<file path="src/common/srq_pkg.sv">
// shared constants and types for the service request status block
package srq_pkg;
  localparam int          BYTE_W        = 8;
  localparam int          OPER_W        = 16;
  localparam logic [3:0]  OPER_WTRIG    = 4'h5;   // waiting-for-trigger bit position
  localparam logic [2:0]  STB_RQS       = 3'h6;   // request-service bit
  localparam logic [2:0]  STB_QUES      = 3'h3;   // questionable summary bit
  localparam logic [2:0]  STB_OPER      = 3'h7;   // operation summary bit
  localparam logic [15:0] OPER_EN_RST   = 16'h0000;
  localparam logic [15:0] QUES_EN_RST   = 16'h0000;
  localparam logic [7:0]  SRE_RST       = 8'h00;
  localparam logic [15:0] EVT_RST       = 16'h0000;
  localparam int          SYNC_STAGES   = 3;
  // poll sequencing
  typedef enum logic [1:0] {
    POLL_IDLE  = 2'b00,
    POLL_SEND  = 2'b01,
    POLL_DONE  = 2'b11
  } poll_state_t;
endpackage

</file>
<file path="src/common/sync_if.sv">
// carrier between the top and its input synchroniser
`timescale 1ns/1ps
interface sync_if;
  logic raw;
  logic level;
  modport owner (output raw, input level);
  modport sync  (input raw, output level);
endinterface

</file>
<file path="src/service_request_status.sv">
// status summary, service request and serial poll logic of an instrument
// Function
// - trigger enable survives clear-status
// - status bit 6 summarises enabled bits
// - enabled event asserts service request line
// - serial poll returns one status byte
// - requester shows request bit in poll
// - poll releases line, status stays latched
// - preset zeroes operation and questionable enable registers, request enable kept
// - enable value 32 enables trigger wait
// - request enable 128 asserts on trigger wait
`timescale 1ns/1ps
module service_request_status
  import srq_pkg::*;
(
  input  wire logic                        i_clk,
  input  wire logic                        i_rst_n,
  input  wire logic                        i_wait_trig,
  input  wire logic [srq_pkg::OPER_W-1:0]  i_ques_cond,
  input  wire logic                        i_oper_en_wr,
  input  wire logic                        i_ques_en_wr,
  input  wire logic                        i_sre_wr,
  input  wire logic [srq_pkg::OPER_W-1:0]  i_wr_data,
  input  wire logic                        i_preset,
  input  wire logic                        i_clear,
  input  wire logic                        i_spoll,
  output logic                             o_srq_out,
  output logic                             o_srq_oe_n,
  output logic [srq_pkg::BYTE_W-1:0]       o_poll_byte,
  output logic                             o_poll_valid,
  output logic [srq_pkg::BYTE_W-1:0]       o_stb,
  output logic [srq_pkg::OPER_W-1:0]       o_oper_en
);
  import srq_pkg::*;

  logic [OPER_W-1:0] oper_en_reg;
  logic [OPER_W-1:0] oper_en_next;
  logic [OPER_W-1:0] ques_en_reg;
  logic [OPER_W-1:0] ques_en_next;
  logic [BYTE_W-1:0] sre_reg;
  logic [BYTE_W-1:0] sre_next;
  logic [OPER_W-1:0] oper_evt_reg;
  logic [OPER_W-1:0] oper_evt_next;
  logic [OPER_W-1:0] ques_evt_reg;
  logic [OPER_W-1:0] ques_evt_next;
  logic              srq_reg;
  logic              srq_next;
  logic              armed_reg;
  logic              armed_next;
  logic              wt_prev_reg;
  logic              wt_prev_next;
  logic [OPER_W-1:0] qc_prev_reg;
  logic [OPER_W-1:0] qc_prev_next;
  logic [BYTE_W-1:0] stb_reg;
  logic [BYTE_W-1:0] stb_next;
  logic [BYTE_W-1:0] pbyte_reg;
  logic [BYTE_W-1:0] pbyte_next;
  logic              pvalid_reg;
  logic              pvalid_next;
  poll_state_t       pst_reg;
  poll_state_t       pst_next;
  logic [OPER_W-1:0] oper_set;
  logic [OPER_W-1:0] ques_set;
  logic [BYTE_W-1:0] stb_sum;
  logic              new_evt;
  logic              wt_now;

  sync_if trig_sync ();

  assign trig_sync.raw = i_wait_trig;

  // the trigger-wait condition comes from another clock area, so filter it
  pin_sync u_trig_sync
  (
    .i_clk   (i_clk),
    .i_rst_n (i_rst_n),
    .port    (trig_sync)
  );

  assign wt_now = trig_sync.level;

  // rising-edge event detection on conditions
  always_comb
  begin
    oper_set                = '0;
    oper_set[OPER_WTRIG]    = wt_now & ~wt_prev_reg;
    ques_set                = i_ques_cond & ~qc_prev_reg;
    wt_prev_next            = wt_now;
    qc_prev_next            = i_ques_cond;
  end

  // enable registers: clear-status leaves them alone on purpose
  always_comb
  begin
    oper_en_next = oper_en_reg;
    ques_en_next = ques_en_reg;
    sre_next     = sre_reg;
    if (i_preset)
    begin
      oper_en_next = OPER_EN_RST;
      ques_en_next = QUES_EN_RST;
    end
    else
    begin
      if (i_oper_en_wr)
      begin
        oper_en_next = i_wr_data;
      end
      if (i_ques_en_wr)
      begin
        ques_en_next = i_wr_data;
      end
    end
    if (i_sre_wr)
    begin
      sre_next = i_wr_data[BYTE_W-1:0];
    end
  end

  // latched event registers; a new event beats a clear in the same cycle
  always_comb
  begin
    oper_evt_next = oper_evt_reg;
    ques_evt_next = ques_evt_reg;
    if (i_clear || i_preset)
    begin
      oper_evt_next = EVT_RST;
      ques_evt_next = EVT_RST;
    end
    oper_evt_next = oper_evt_next | oper_set;
    ques_evt_next = ques_evt_next | ques_set;
  end

  // status byte summary built from the next event state
  always_comb
  begin
    stb_sum           = '0;
    stb_sum[STB_OPER] = |(oper_evt_next & oper_en_next);
    stb_sum[STB_QUES] = |(ques_evt_next & ques_en_next);
    stb_sum[STB_RQS]  = |(stb_sum & sre_next & ~(8'h01 << STB_RQS));
    stb_next          = stb_sum;
  end

  // a request fires only on a freshly enabled event, not on a stale latch
  assign new_evt = |(oper_set & oper_en_reg) | |(ques_set & ques_en_reg);

  // service request line and serial poll sequencing
  always_comb
  begin
    srq_next    = srq_reg;
    armed_next  = armed_reg;
    pst_next    = pst_reg;
    pbyte_next  = pbyte_reg;
    pvalid_next = 1'b0;
    case (pst_reg)
      POLL_IDLE:
      begin
        if (i_spoll)
        begin
          pst_next = POLL_SEND;
        end
      end
      POLL_SEND:
      begin
        pbyte_next          = stb_reg;
        pbyte_next[STB_RQS] = srq_reg;
        pvalid_next         = 1'b1;
        srq_next            = 1'b0;
        armed_next          = 1'b0;
        pst_next            = POLL_DONE;
      end
      POLL_DONE:
      begin
        if (!i_spoll)
        begin
          pst_next = POLL_IDLE;
        end
      end
      default:
      begin
        pst_next = POLL_IDLE;
      end
    endcase
    if (new_evt)
    begin
      armed_next = 1'b1;
    end
    if (armed_next && stb_next[STB_RQS] && pst_reg != POLL_SEND)
    begin
      srq_next = 1'b1;
    end
    if (i_clear || i_preset)
    begin
      armed_next = new_evt;
    end
  end

  always_ff @(posedge i_clk or negedge i_rst_n)
  begin
    if (!i_rst_n)
    begin
      oper_en_reg  <= OPER_EN_RST;
      ques_en_reg  <= QUES_EN_RST;
      sre_reg      <= SRE_RST;
      oper_evt_reg <= EVT_RST;
      ques_evt_reg <= EVT_RST;
      srq_reg      <= 1'b0;
      armed_reg    <= 1'b0;
      wt_prev_reg  <= 1'b0;
      qc_prev_reg  <= '0;
      stb_reg      <= '0;
      pbyte_reg    <= '0;
      pvalid_reg   <= 1'b0;
      pst_reg      <= POLL_IDLE;
    end
    else
    begin
      oper_en_reg  <= oper_en_next;
      ques_en_reg  <= ques_en_next;
      sre_reg      <= sre_next;
      oper_evt_reg <= oper_evt_next;
      ques_evt_reg <= ques_evt_next;
      srq_reg      <= srq_next;
      armed_reg    <= armed_next;
      wt_prev_reg  <= wt_prev_next;
      qc_prev_reg  <= qc_prev_next;
      stb_reg      <= stb_next;
      pbyte_reg    <= pbyte_next;
      pvalid_reg   <= pvalid_next;
      pst_reg      <= pst_next;
    end
  end

  // open-drain line: drive low (enable low) while requesting
  assign o_srq_out    = 1'b0;
  assign o_srq_oe_n   = ~srq_reg;
  assign o_poll_byte  = pbyte_reg;
  assign o_poll_valid = pvalid_reg;
  assign o_stb        = stb_reg;
  assign o_oper_en    = oper_en_reg;
endmodule // service_request_status

</file>
<file path="src/pin_sync.sv">
// three-stage synchroniser with agreement filter for one pin
`timescale 1ns/1ps
module pin_sync
  import srq_pkg::*;
(
  input  wire logic i_clk,
  input  wire logic i_rst_n,
  sync_if.sync      port
);
  logic [SYNC_STAGES-1:0] sh_reg;
  logic [SYNC_STAGES-1:0] sh_next;
  logic                   lvl_reg;
  logic                   lvl_next;

  // stage 0 feeds only stage 1; level changes once stages 1 and 2 agree
  always_comb
  begin
    sh_next   = {sh_reg[SYNC_STAGES-2:0], port.raw};
    lvl_next  = lvl_reg;
    if (sh_reg[1] == sh_reg[2])
    begin
      lvl_next = sh_reg[2];
    end
  end

  always_ff @(posedge i_clk or negedge i_rst_n)
  begin
    if (!i_rst_n)
    begin
      sh_reg   <= '0;
      lvl_reg  <= 1'b0;
    end
    else
    begin
      sh_reg   <= sh_next;
      lvl_reg  <= lvl_next;
    end
  end

  assign port.level = lvl_reg;
endmodule // pin_sync

</file>
<file path="config.mk">
export PLATFORM = sky130hd
export DESIGN_NAME = service_request_status
export DESIGN_NICKNAME = d
export VERILOG_FILES = /design/src/common/srq_pkg.sv /design/src/common/sync_if.sv /design/src/service_request_status.sv /design/src/pin_sync.sv
export SDC_FILE = /design/constraint.sdc
export NUM_CORES = 1
export LEC_CHECK = 0
export ABC_AREA = 1
export BUFFER_PORTS_ARGS = -buffer_cell sky130_fd_sc_hd__buf_2
export CAP_MARGIN = 20
export CORE_AREA = 2 2 97 99
export CTS_CLUSTER_SIZE = 16
export DETAILED_ROUTE_END_ITERATION = 8
export DIE_AREA = 0 0 99 101
export GPL_TIMING_DRIVEN = 0
export PLACE_DENSITY = 0.82
export SLEW_MARGIN = 20
export SYNTH_ARGS = -nofsm -noshare
export SYNTH_HDL_FRONTEND = slang
export SYNTH_SLANG_ARGS = --single-unit
</file>
<file path="constraint.sdc">
create_clock -name i_clk -period 1.23 [get_ports i_clk]
set_input_delay 0.246 -clock i_clk [delete_from_list [all_inputs] [get_ports i_clk]]
set_output_delay 0.246 -clock i_clk [all_outputs]
set_load 0.005 [all_outputs]
</file>
==> results <==
- The proportion of power drawn by combinational gates is 0.152.
- In this run the standard cell core region covers 8980 µm².
- Tracing the worst setup path back leads to its startpoint at o_oper_en[1].
- The via count of the first global-routing pass is 3138.
- After synthesis, the mean cell area works out to 8.68 µm².
- The worst path in the final design needs a cycle of 1.51 ns, including I/O delays and setup.
- Measured on the finished design, the core utilization comes to 0.555.
- The biggest area consumer among synthesized cells is sky130_fd_sc_hd__dfrtp_1.
- The height of the die is 101 µm.
- The final-stage net count is 605.
- In this run, distinct cell masters in the synthesized netlist total 24.
- The cell with the largest stage delay on the worst path is sky130_fd_sc_hd__dfrtp_1.
- The signal on the critical path passes through or2_4, nand3_2, nor2_2, nor2_2, nand2_1, nor2_1, nand2_1, nand2_1, nand2_2, nand2_2, a21oi_2.
- Counting stages on the worst path, the most repeated cell is sky130_fd_sc_hd__nand2_1.
- The die is 99 µm wide.
- For this run, global-route usage on met2 was measured as 0.305.
- The clock transition time at the flip-flop clock pins of the worst setup and hold paths is 0.09 ns.
- The total count of hold-check failures in the final report came to 0.
- The die covers 10000 µm².
- The leftover overflow at the end of global routing is 0.
- The endpoint with the worst hold slack is qc_prev_reg[15].
- For this configuration, the core starts out at a cell density of 0.449.
- Along the worst hold path, the cell count comes to 1.
- Yosys mapped a number of flops with a built-in enable equal to 0.
- The slack of the worst reg-to-reg path is -0.28 ns.
- The final period utilization is 1.23.
- The worst flop-to-flop path endpoint is srq_reg.
- The post-synthesis sequential area ratio is 0.608.
- By area the synthesized netlist is led by sky130_fd_sc_hd__dfrtp_1 (61%), sky130_fd_sc_hd__nand2_1 (12%), sky130_fd_sc_hd__inv_1 (6.4%), sky130_fd_sc_hd__nor2_1 (6.3%), sky130_fd_sc_hd__nand3_1 (3.7%).
- The number of buffers created by CTS is 9.
- The total inserted antenna cells is 0.
- In this run the static leakage power is 2.88 nW.
- The first TritonRoute pass finished after 5 iterations.
- Setup repair after global routing could not meet its margin everywhere.
- The routing usage on met3 is 0.0479.
- The checks that failed: setup timing.
- The power density over the cells is 1390 nW/µm².
- STA classifies the critical path startpoint as a flop.
- The top cell types in the final layout, fill and taps aside, are sky130_fd_sc_hd__nand2_1 (129), sky130_fd_sc_hd__dfrtp_1 (98), sky130_fd_sc_hd__buf_2 (68), sky130_fd_sc_hd__inv_1 (68), sky130_fd_sc_hd__nor2_1 (61).
- The count of synthesis-stage warnings from yosys is 0.
- The share of total power dissipated in sequential elements is 0.523.
- The final worst slack is -0.278 ns.
- For met1 alone, demand over resource in global routing was 0.253.
- The setup violation total in the final timing report is 3.
- The global placement routability congestion is 0.910.
- The maximum cell stage delay along the critical path is 0.40 ns.
- CTS built an H-tree with a depth of 3.
- In this run the most critical hold path is launched from i_ques_cond[15].
- Using the TritonRoute via totals, the vias-per-cell ratio works out to 4.75.
- The top achievable clock speed is 663 MHz.
- The run finished, with violations left.
- The first routing iteration left 189 violations.
- The number of synthesized register bits is 98.
- The fraction of layout cells with a size suffix above 1 is 0.237.
- The element type at the critical path end is a flop.
- The combined global-route utilization of all metal layers is 0.188.
- The total standard cell area after synthesis is 4040 µm².
- Clock skew on the completed layout was measured at 0.0118 ns.
- At the later pin of the worst-skew pair, clock insertion delay measures 0.36 ns.
- The internal power of the cells totals 5.13 mW.
- The share of the synthesized area in the top cell type is 0.608.
- The first global-routing pass estimated 14600 µm of wire.
- The worst register-to-register path begins at o_oper_en[1].
- The number of rows created at floorplan is 35.
- The leading register cell type out of synthesis is sky130_fd_sc_hd__dfrtp_1.
- In the final routed layout, each cell accounts on average for 13.4 µm.
- The root buffer cell chosen for the clock tree is sky130_fd_sc_hd__clkbuf_8.
- The max-capacitance violation count is 0.
- The peak ir drop on the vdd network is 0.000791 V.
- Entering global routing, the biggest net connects 70 pins.
- No sink is reached through more buffers than the 2 on the longest clock path.
- The most used routing layer is met2.
- For the final routed database, the setup TNS stands at -0.692 ns.
- The area growth from synthesis to layout is 23.4%.
- The number of standard cells after synthesis is 465.
- After detailed routing, the number of remaining DRC violations is 0.
- The via count of the routed design is 3227.
- The total detailed-routing wirelength is 9110 µm.
- The min-delay analysis places its worst path in the category in2reg.
- STA puts the critical path data required time at 1.47 ns.
- The total net switching power is 1.80 mW.
- The clock share of power is 0.326.
- The top-level port count is 76.
- For the worst setup path, the data arrival time is 1.75 ns.
- The filler cells instantiated in the layout total 780.
- The leading cell type in the layout, fill and taps excluded is sky130_fd_sc_hd__nand2_1.
- The class of the most critical setup path is reg2reg.
- Summed over all nets, the half-perimeter wirelength after detailed placement is 6640 µm.
- The biggest fanout along the worst timing path is 2.
- Measured in cells, the most critical reg-to-reg path has a length of 11.
- The share of synthesized flip-flops with an asynchronous set or reset is 1.00.
- The share of total power consumed by net switching is 0.260.
- The initial antenna violation count is 0.
- The post-route total power is 6.94 mW.
- The TritonCTS clock tree is yes.
- The TritonCTS sink count is 98.
- The number of nets with antenna violations after routing is 0.
- The number of pins exceeding their max-slew limit in the final report is 0.
- The count of buffers inserted at the top-level ports is 64.
-- cell usage after synthesis, types with 2 or more instances --
cell                      number
sky130_fd_sc_hd__o21ai_0      20
sky130_fd_sc_hd__nor2_2        3
sky130_fd_sc_hd__or2_2         4
sky130_fd_sc_hd__nor3_1        2
sky130_fd_sc_hd__nand3_1      30
sky130_fd_sc_hd__a21oi_1       4
sky130_fd_sc_hd__inv_1        69
sky130_fd_sc_hd__buf_4        13
sky130_fd_sc_hd__nand2_1     130
sky130_fd_sc_hd__nand4_1       4
sky130_fd_sc_hd__buf_2         6
sky130_fd_sc_hd__dfrtp_1      98
sky130_fd_sc_hd__or2_1         2
sky130_fd_sc_hd__nor2_1       68
sky130_fd_sc_hd__buf_6         2
sky130_fd_sc_hd__inv_2         2
-- what timing repair did --
| action | CTS | global route |
|---|---|---|
| hold buffers | 3 | 4 |
| resized for setup | 2 | 16 |
| pin swaps | 6 | 8 |
| setup buffers | 5 | 3 |
| setup endpoints to repair | 3 | 8 |
| endpoints found under the hold margin | 31 | 4 |
-- kinds of logic (layout without fill, tap and decap cells) --
| logic type | after synthesis | in the layout | synth area share |
|---|---|---|---|
| other | 1 | 11 | 0.000929 |
| and+or+nand+nor | 245 | 245 | 0.248 |
| AOI/OAI and AO/OA | 28 | 28 | 0.0372 |
| adders and majority gates | 1 | 1 | 0.00248 |
| DFF | 98 | 98 | 0.608 |
| buffers and inverters | 92 | 186 | 0.103 |
-- cell type report --
class                      count  area [µm²]  share of cell area
sequential                    98        2450               0.492
tap                          111         139              0.0279
clock inverter                 4        75.1              0.0151
timing repair buffer          78         479              0.0962
multi-input combinational    285        1270               0.256
buffer                        21         150              0.0301
inverter                      71         267              0.0535
clock buffer                  12         145              0.0291
-- stage by stage --
step                hold WS, ns  instance area, µm²  setup slack, ns  cells
finish                   0.0186                4980           -0.278    680
global route            0.00154                4980           -0.376    680
floorplan               -0.0496                4100          -0.0622    475
CTS                     0.00170                4880           -0.254    674
global placement          0.335                4560           -0.990    650
detailed placement        0.138                4600           -0.526    651
-- routing by layer --
metal,routed length [µm],share of wire
met5,0,0
met4,93,0.010
met3,682,0.075
met2,4370,0.48
met1,3960,0.44
-- worst max path at each step --
stage	cells after the start	slack, ns	end
floorplan	12	-0.06	srq_reg
global placement	1	-0.99	o_poll_valid
detailed placement	13	-0.53	srq_reg
CTS	11	-0.25	srq_reg
global route	13	-0.38	srq_reg
finish	11	-0.28	srq_reg
-- power groups by stage --
stage	clock [mW]	combinational, mW	sequential [mW]
6_report	2.26	1.05	3.63
2_1_floorplan	0	0.527	3.67
3_3_place_gp	0	0.928	3.67
4_1_cts	2.32	0.997	3.62
3_5_place_dp	0	0.969	3.69
5_1_grt	2.46	1.20	3.65
-- critical path, delay by kind of cell, from the launching register on --
family	cells	cell delay (ns)
simple gates	10	0.96
compound gates	1	0.05
flops	1	0.40
Note: power is estimated with default switching activity, not from simulation.
